## src/lane_err_pkg.sv

```systemverilog
// constants for the lane error status block
// assumes a 12-bit register address and 8-bit register data
package lane_err_pkg;
  localparam int unsigned NUM_LANES       = 8;
  localparam int unsigned ADDR_W          = 12;
  localparam int unsigned DATA_W          = 8;
  localparam int unsigned CNT_W           = 8;
  localparam logic [11:0] DISPARITY_OFF   = 12'h46D;
  localparam logic [11:0] LOOKUP_MISS_OFF = 12'h46E;
  localparam logic [11:0] STRAY_CTRL_OFF  = 12'h46F;
  localparam logic [11:0] THRESHOLD_OFF   = 12'h46C;
  localparam logic [11:0] COUNT_CLR_OFF   = 12'h46B;
  localparam logic [7:0]  THRESHOLD_RST   = 8'hFF;
  localparam logic [7:0]  STATUS_RST      = 8'h00;
  localparam logic [7:0]  CNT_RST         = 8'h00;
  localparam logic [7:0]  CNT_MAX         = 8'hFF;
  localparam int unsigned CLR_DISP_BIT    = 0;
  localparam int unsigned CLR_MISS_BIT    = 1;
  localparam int unsigned CLR_STRAY_BIT   = 2;
endpackage : lane_err_pkg

```

## src/lane_code_error_status.sv

```systemverilog
// per-lane 8b/10b receive error status with register port
// assumes one error strobe per lane and type from the lane decoders
`timescale 1ns/1ps
`default_nettype none
module lane_code_error_status (
  input  wire logic        sys_clk,
  input  wire logic        rst_n,
  input  wire logic [7:0]  disp_err,
  input  wire logic [7:0]  miss_err,
  input  wire logic [7:0]  stray_err,
  input  wire logic [11:0] reg_addr,
  input  wire logic [7:0]  reg_wdata,
  input  wire logic        reg_wr,
  input  wire logic        reg_rd,
  output logic [7:0]       reg_rdata
);
  logic [7:0] lane_error_threshold_q;
  logic [2:0] clr_q;
  logic [7:0] lane_disparity_fault_bit_q;
  logic [7:0] lane_lookup_miss_bit_q;
  logic [7:0] lane_stray_control_bit_q;
  logic [7:0] lane_disparity_fault_bit_d;
  logic [7:0] lane_lookup_miss_bit_d;
  logic [7:0] lane_stray_control_bit_d;
  logic [7:0] reg_rdata_q;
  logic [7:0] reg_rdata_d;
  logic [7:0] disp_cnt  [8];
  logic [7:0] miss_cnt  [8];
  logic [7:0] stray_cnt [8];

  // threshold register, software writable
  always_ff @(posedge sys_clk)
  begin
    if (!rst_n)
      lane_error_threshold_q <= lane_err_pkg::THRESHOLD_RST;
    else if (reg_wr && reg_addr == lane_err_pkg::THRESHOLD_OFF)
      lane_error_threshold_q <= reg_wdata;
  end

  // counter clear strobes, self clearing
  always_ff @(posedge sys_clk)
  begin
    if (!rst_n)
      clr_q <= 3'h0;
    else if (reg_wr && reg_addr == lane_err_pkg::COUNT_CLR_OFF)
      clr_q <= reg_wdata[2:0];
    else
      clr_q <= 3'h0;
  end

  for (genvar i = 0; i < 8; i++)
  begin : g_lane
    lane_err_counter u_disp (
      .sys_clk   (sys_clk),
      .rst_n     (rst_n),
      .err_pulse (disp_err[i]),
      .clr       (clr_q[lane_err_pkg::CLR_DISP_BIT]),
      .count     (disp_cnt[i])
    );
    lane_err_counter u_miss (
      .sys_clk   (sys_clk),
      .rst_n     (rst_n),
      .err_pulse (miss_err[i]),
      .clr       (clr_q[lane_err_pkg::CLR_MISS_BIT]),
      .count     (miss_cnt[i])
    );
    lane_err_counter u_stray (
      .sys_clk   (sys_clk),
      .rst_n     (rst_n),
      .err_pulse (stray_err[i]),
      .clr       (clr_q[lane_err_pkg::CLR_STRAY_BIT]),
      .count     (stray_cnt[i])
    );
    assign lane_disparity_fault_bit_d[i] = disp_cnt[i] >= lane_error_threshold_q;
    assign lane_lookup_miss_bit_d[i]     = miss_cnt[i] >= lane_error_threshold_q;
    assign lane_stray_control_bit_d[i]   = stray_cnt[i] >= lane_error_threshold_q;
  end

  always_ff @(posedge sys_clk)
  begin
    if (!rst_n)
    begin
      lane_disparity_fault_bit_q <= lane_err_pkg::STATUS_RST;
      lane_lookup_miss_bit_q     <= lane_err_pkg::STATUS_RST;
      lane_stray_control_bit_q   <= lane_err_pkg::STATUS_RST;
    end
    else
    begin
      lane_disparity_fault_bit_q <= lane_disparity_fault_bit_d;
      lane_lookup_miss_bit_q     <= lane_lookup_miss_bit_d;
      lane_stray_control_bit_q   <= lane_stray_control_bit_d;
    end
  end

  always_comb
  begin
    reg_rdata_d = 8'h00;
    if (reg_rd)
    begin
      case (reg_addr)
        lane_err_pkg::DISPARITY_OFF:   reg_rdata_d = lane_disparity_fault_bit_q;
        lane_err_pkg::LOOKUP_MISS_OFF: reg_rdata_d = lane_lookup_miss_bit_q;
        lane_err_pkg::STRAY_CTRL_OFF:  reg_rdata_d = lane_stray_control_bit_q;
        lane_err_pkg::THRESHOLD_OFF:   reg_rdata_d = lane_error_threshold_q;
        default:                       reg_rdata_d = 8'h00;
      endcase
    end
  end

  always_ff @(posedge sys_clk)
  begin
    if (!rst_n)
      reg_rdata_q <= lane_err_pkg::STATUS_RST;
    else
      reg_rdata_q <= reg_rdata_d;
  end

  assign reg_rdata = reg_rdata_q;

  AST_DISP_STATUS: assert property (@(posedge sys_clk) disable iff (!rst_n)
    ##1 lane_disparity_fault_bit_q[0] == ($past(disp_cnt[0]) >= $past(lane_error_threshold_q)))
    else $error("lane 0 disparity status mismatch");
  AST_MISS_STATUS: assert property (@(posedge sys_clk) disable iff (!rst_n)
    ##1 lane_lookup_miss_bit_q[7] == ($past(miss_cnt[7]) >= $past(lane_error_threshold_q)))
    else $error("lane 7 lookup miss status mismatch");
  AST_STRAY_STATUS: assert property (@(posedge sys_clk) disable iff (!rst_n)
    ##1 lane_stray_control_bit_q[3] == ($past(stray_cnt[3]) >= $past(lane_error_threshold_q)))
    else $error("lane 3 stray control status mismatch");
  AST_BELOW_ZERO: assert property (@(posedge sys_clk) disable iff (!rst_n)
    (disp_cnt[2] < lane_error_threshold_q && !clr_q[0]) ##1 (disp_cnt[2] < lane_error_threshold_q)
    |-> !lane_disparity_fault_bit_q[2])
    else $error("status set below threshold");
  AST_RESET_ZERO: assert property (@(posedge sys_clk)
    !rst_n |=> (lane_stray_control_bit_q == 8'h00 && lane_lookup_miss_bit_q == 8'h00))
    else $error("status not zero after reset");
  AST_READ_DISP: assert property (@(posedge sys_clk) disable iff (!rst_n)
    (reg_rd && reg_addr == lane_err_pkg::DISPARITY_OFF)
    |=> reg_rdata == $past(lane_disparity_fault_bit_q))
    else $error("disparity read wrong");
  AST_READ_RO: assert property (@(posedge sys_clk) disable iff (!rst_n)
    (reg_wr && reg_addr == lane_err_pkg::LOOKUP_MISS_OFF) |=> $stable(lane_error_threshold_q))
    else $error("status write disturbed threshold");
  AST_SHARED_THR: assert property (@(posedge sys_clk) disable iff (!rst_n)
    (disp_cnt[5] == miss_cnt[5]) |=> lane_disparity_fault_bit_q[5] == lane_lookup_miss_bit_q[5])
    else $error("threshold not shared");

  // read port checks
  AST_READ_MISS: assert property (@(posedge sys_clk) disable iff (!rst_n)
    (reg_rd && reg_addr == lane_err_pkg::LOOKUP_MISS_OFF)
    |=> reg_rdata == $past(lane_lookup_miss_bit_q))
    else $error("lookup miss read wrong");

  AST_READ_STRAY: assert property (@(posedge sys_clk) disable iff (!rst_n)
    (reg_rd && reg_addr == lane_err_pkg::STRAY_CTRL_OFF)
    |=> reg_rdata == $past(lane_stray_control_bit_q))
    else $error("stray control read wrong");

  AST_READ_THR: assert property (@(posedge sys_clk) disable iff (!rst_n)
    (reg_rd && reg_addr == lane_err_pkg::THRESHOLD_OFF)
    |=> reg_rdata == $past(lane_error_threshold_q))
    else $error("threshold read wrong");

  AST_RDATA_IDLE: assert property (@(posedge sys_clk) disable iff (!rst_n)
    !reg_rd |=> reg_rdata == 8'h00)
    else $error("read data left standing");

  AST_UNMAPPED: assert property (@(posedge sys_clk) disable iff (!rst_n)
    (reg_rd && reg_addr == lane_err_pkg::COUNT_CLR_OFF)
    |=> reg_rdata == 8'h00)
    else $error("clear register read not zero");

  // status checks
  AST_THR_ZERO: assert property (@(posedge sys_clk) disable iff (!rst_n)
    lane_error_threshold_q == 8'h00
    |=> (lane_disparity_fault_bit_q & lane_lookup_miss_bit_q & lane_stray_control_bit_q) == 8'hFF)
    else $error("zero threshold left a bit clear");

  AST_ABOVE_ONE: assert property (@(posedge sys_clk) disable iff (!rst_n)
    (disp_cnt[6] >= lane_error_threshold_q) |=> lane_disparity_fault_bit_q[6])
    else $error("lane 6 disparity status not set");

  AST_MISS_ABOVE: assert property (@(posedge sys_clk) disable iff (!rst_n)
    (miss_cnt[7] >= lane_error_threshold_q) |=> lane_lookup_miss_bit_q[7])
    else $error("lane 7 lookup miss status not set");

  AST_STRAY_ABOVE: assert property (@(posedge sys_clk) disable iff (!rst_n)
    (stray_cnt[3] >= lane_error_threshold_q) |=> lane_stray_control_bit_q[3])
    else $error("lane 3 stray control status not set");

  AST_LOW_MISS: assert property (@(posedge sys_clk) disable iff (!rst_n)
    (miss_cnt[1] < lane_error_threshold_q) |=> !lane_lookup_miss_bit_q[1])
    else $error("lane 1 lookup miss set below threshold");

  AST_LOW_STRAY: assert property (@(posedge sys_clk) disable iff (!rst_n)
    (stray_cnt[0] < lane_error_threshold_q) |=> !lane_stray_control_bit_q[0])
    else $error("lane 0 stray control set below threshold");

  // reset and control checks
  AST_RESET_DISP: assert property (@(posedge sys_clk)
    !rst_n
    |=> (lane_disparity_fault_bit_q == 8'h00 && reg_rdata == 8'h00))
    else $error("disparity status or read data not zero after reset");

  AST_THR_RESET: assert property (@(posedge sys_clk)
    !rst_n
    |=> lane_error_threshold_q == lane_err_pkg::THRESHOLD_RST)
    else $error("threshold wrong after reset");

  AST_CLR_SELF: assert property (@(posedge sys_clk) disable iff (!rst_n)
    (clr_q != 3'h0 && !(reg_wr && reg_addr == lane_err_pkg::COUNT_CLR_OFF))
    |=> clr_q == 3'h0)
    else $error("clear strobe not self clearing");

  AST_CLEARED: assert property (@(posedge sys_clk) disable iff (!rst_n)
    clr_q[lane_err_pkg::CLR_MISS_BIT]
    |=> miss_cnt[0] == lane_err_pkg::CNT_RST)
    else $error("lookup miss counter not cleared");

  AST_RO_DISP: assert property (@(posedge sys_clk) disable iff (!rst_n)
    (reg_wr && reg_addr == lane_err_pkg::DISPARITY_OFF)
    |=> ($stable(lane_error_threshold_q) && clr_q == 3'h0))
    else $error("status write had an effect");

  AST_THR_WRITE: assert property (@(posedge sys_clk) disable iff (!rst_n)
    (reg_wr && reg_addr == lane_err_pkg::THRESHOLD_OFF)
    |=> lane_error_threshold_q == $past(reg_wdata))
    else $error("threshold write lost");
endmodule : lane_code_error_status
`default_nettype wire

```

## src/lane_err_counter.sv

```systemverilog
// one saturating error counter for one lane and one error type
// assumes the error strobe is one cycle per received bad symbol
`timescale 1ns/1ps
`default_nettype none
module lane_err_counter (
  input  wire logic       sys_clk,
  input  wire logic       rst_n,
  input  wire logic       err_pulse,
  input  wire logic       clr,
  output logic [7:0]      count
);
  logic [7:0] count_q;

  always_ff @(posedge sys_clk)
  begin
    if (!rst_n || clr)
      count_q <= lane_err_pkg::CNT_RST;
    else if (err_pulse && count_q != lane_err_pkg::CNT_MAX)
      count_q <= count_q + 8'h01;
  end

  assign count = count_q;

  AST_SATURATE: assert property (@(posedge sys_clk) disable iff (!rst_n)
    ($past(rst_n) && $past(count_q) == lane_err_pkg::CNT_MAX && !$past(clr))
    |-> count_q == lane_err_pkg::CNT_MAX)
    else $error("counter left saturation");
endmodule : lane_err_counter
`default_nettype wire

```

## config.mk

```make
export PLATFORM = sky130hd
export DESIGN_NAME = lane_code_error_status
export DESIGN_NICKNAME = d
export VERILOG_FILES = /design/src/lane_err_pkg.sv /design/src/lane_code_error_status.sv /design/src/lane_err_counter.sv
export SDC_FILE = /design/constraint.sdc
export NUM_CORES = 1
export LEC_CHECK = 0
export ABC_AREA = 1
export BUFFER_PORTS_ARGS = -buffer_cell sky130_fd_sc_hd__buf_2
export CORE_MARGIN = 5
export CORE_UTILIZATION = 55
export CTS_CLUSTER_SIZE = 12
export DETAILED_ROUTE_END_ITERATION = 8
export PLACE_DENSITY = 0.73
export SLEW_MARGIN = 20
export SYNTH_ARGS = -nofsm -noshare
export SYNTH_HDL_FRONTEND = slang
export SYNTH_SLANG_ARGS = --single-unit
```

## constraint.sdc

```tcl
create_clock -name sys_clk -period 3.5 [get_ports sys_clk]
set_input_delay 1.05 -clock sys_clk [delete_from_list [all_inputs] [get_ports sys_clk]]
set_output_delay 1.05 -clock sys_clk [all_outputs]
set_load 0.02 [all_outputs]
```

==> reports/qor.yml <==
tightest_slew_ps: 866
p_per_area_mw_per_mm2: 372
finClkSkew_ps: 10.7
cap_violations: 0
synth-seq-cells: 235
fin_nets: 2352
yosysTopAreaCell: "dfxtp_1"
slew_headroom_pct: 42.2
mostFrequentLayoutCell: "nand2_1"
crit_arrival_ps: 2610
clk_pin_slew_ps: 50
ios: 56
leakage_nw: 7.80
clock_tree.root_cell: "clkbuf_16"
drt_pass1_iterations: 5
area_growth_pct: 11.0
top_usage_layer: "met2"
netlist-cell-type-count: 38
pre_cts_slack_ps: 899
num_antenna_cells: 0
required_ps: 3900
post_drt_wl_per_cell_um: 14.6
rows: 60
antenna_found_initial: 2
netlist_area_mm2: 0.0150
postCtsHoldBufs: 0
clock_latency_ps: 540
synthCells: 2018
fin_crit_sh_pct: 63.1
ant_nets: 0
globalplace.congestion: 0.846
core-area_mm2: 0.0269
tns_ps: 0
stdcell_area_mm2: 0.0166
drtIter0Drc: 742
final-hold-violation-count: 0
die_h_um: 175
path_class: "flip-flop to flip-flop"
die-width_um: 175
synth_nets: 2282
drcViolationCount: 0
max_freq_ghz: 0.453
drive_gt1_share_pct: 10.1
ys_warn_count: 0
fin_ws_ps: 1290
cts_buffers: 29
cp-start-kind: "flip-flop"
period_needed_ps: 2210
htree_levels: 1
overflow: 0
cts.repair.resized: 0
routed_wl_um: 35700
drt-vias-per-instance: 5.53
avgSynthCellArea_um2: 7.41
grt_setup_unrepaired: "no"
grt_pass1_wl_um: 60200
place_area_mm2: 0.0156
portBuffers: 55
cts_tree: "built"
grt_max_degree: 49
synth_top_cell_area_share_pct: 31.5
clk_path_buf_depth: 3
start_util_pct: 55.6
min_path_type: "flip-flop to flip-flop"
end_kind: "flip-flop"
grt_util_met1_pct: 29.5
whs_ps: 500
cts_sinks: 235
vias: 13500
yosysSeqAreaShare_pct: 31.5
post_cts_buffers: 0
grt_use_met2_pct: 40.8
dieArea_mm2: 0.0306
first_global_vias: 12700
dp_hpwl_um: 25600
slew_viol_final: 0
status: "complete, no violations"
grtUsageTotal_pct: 23.0
grt_use_met3_pct: 3.25
layout_common_cells: "nand2_1, nor2_1, dfxtp_1"
synthTopCellsByArea: "dfxtp_1, ha_1, nand2_1, nor2_1, a21oi_1"
crit_fanout: 14
setup_violations: 0
vdd_drop_max_uv: 380
==> synthesized netlist by cell type <==
cell / instances
xnor2_1: 7
nand2_2: 23
a21boi_2: 2
o21ai_2: 7
nor2_4: 1
o21a_1: 1
xor2_1: 25
a21o_1: 1
nand3_2: 7
nand4_2: 8
ha_1: 216
o211ai_1: 3
a21oi_2: 2
buf_6: 7
buf_2: 15
o21bai_1: 23
inv_2: 6
buf_4: 8
inv_1: 190
nor2_1: 300
nand4_4: 4
nand2_4: 1
clkbuf_1: 2
a21oi_1: 192
nor3b_1: 19
o21ai_0: 94
nor3_1: 34
nor3_2: 1
dfxtp_1: 235
o21ai_1: 14
nand2_1: 301
nor3_4: 2
nand3_1: 160
clkbuf_2: 1
a31oi_1: 11
buf_1: 2
nand4_1: 63
nor2_2: 30
==> logic make-up (layout without fill, tap and decap cells) <==
logic type,after synthesis,after routing,synth area share [%]
fa+ha+maj,216,216,18.1
buf+inv,231,319,6.48
xor+xnor,32,32,1.87
flops,235,235,31.5
compound gates,350,350,12.6
simple gates,954,954,29.5
==> critical path, stage by stage (launching register included) <==
cell      delay (ps)
dfxtp_1          330
inv_1            640
buf_4            340
ha_1             270
nand2_1           60
o21bai_1         100
a21oi_1           80
nor2_1           180
nor2_1            60
==> worst paths after layout <==
path                                                 from                          end  slack, ps  depth (start not counted)
worst max-delay path            lane_error_threshold_q[3]  lane_stray_control_bit_q[5]       1290                          8
worst min register to register  lane_error_threshold_q[5]    lane_error_threshold_q[5]        500                          2
worst max register to register  lane_error_threshold_q[3]  lane_stray_control_bit_q[5]       1290                          8
worst min-delay path            lane_error_threshold_q[5]    lane_error_threshold_q[5]        500                          2
==> state kept, by name (all words and copies together) (netlist names) <==
register                    flops
clr_q                           3
g_lane.u_disp.count            64
g_lane.u_miss.count            64
g_lane.u_stray.count           64
lane_disparity_fault_bit_q      8
lane_error_threshold_q          8
lane_lookup_miss_bit_q          8
lane_stray_control_bit_q        8
reg_rdata                       8
==> routing by layer <==
metal,share of wire [%],up-vias
met3,4.6,73
li1,-,7007
met4,2.6,4
met2,47,241
met5,0.076,-
met1,45,6205
==> cell type report <==
type / count / area [µm²]
Inverter: 196 / 736
Clock buffer: 41 / 851
Timing Repair Buffer: 74 / 468
Fill cell: 2413 / 10300
Multi-Input combinational cell: 1552 / 9290
Clock inverter: 8 / 119
Sequential cell: 235 / 4700
Tap cell: 341 / 427
==> stage by stage <==
step,std cells,power [mW],utilization (%)
after floorplan,2018,3.07,-
after global placement,2398,3.17,58.1
after detailed placement,2398,3.19,58.1
after CTS,2447,6.24,61.7
after global routing,2447,6.41,61.7
final,2447,6.18,61.7
==> power breakdown <==
part,total (mW),internal [mW],switching [mW],leakage [nW]
logic,0.357,0.125,0.232,5.41
clock network,3.05,1.89,1.16,0.482
registers,2.78,2.73,0.0500,1.90
(Power assumes the default switching activity.)
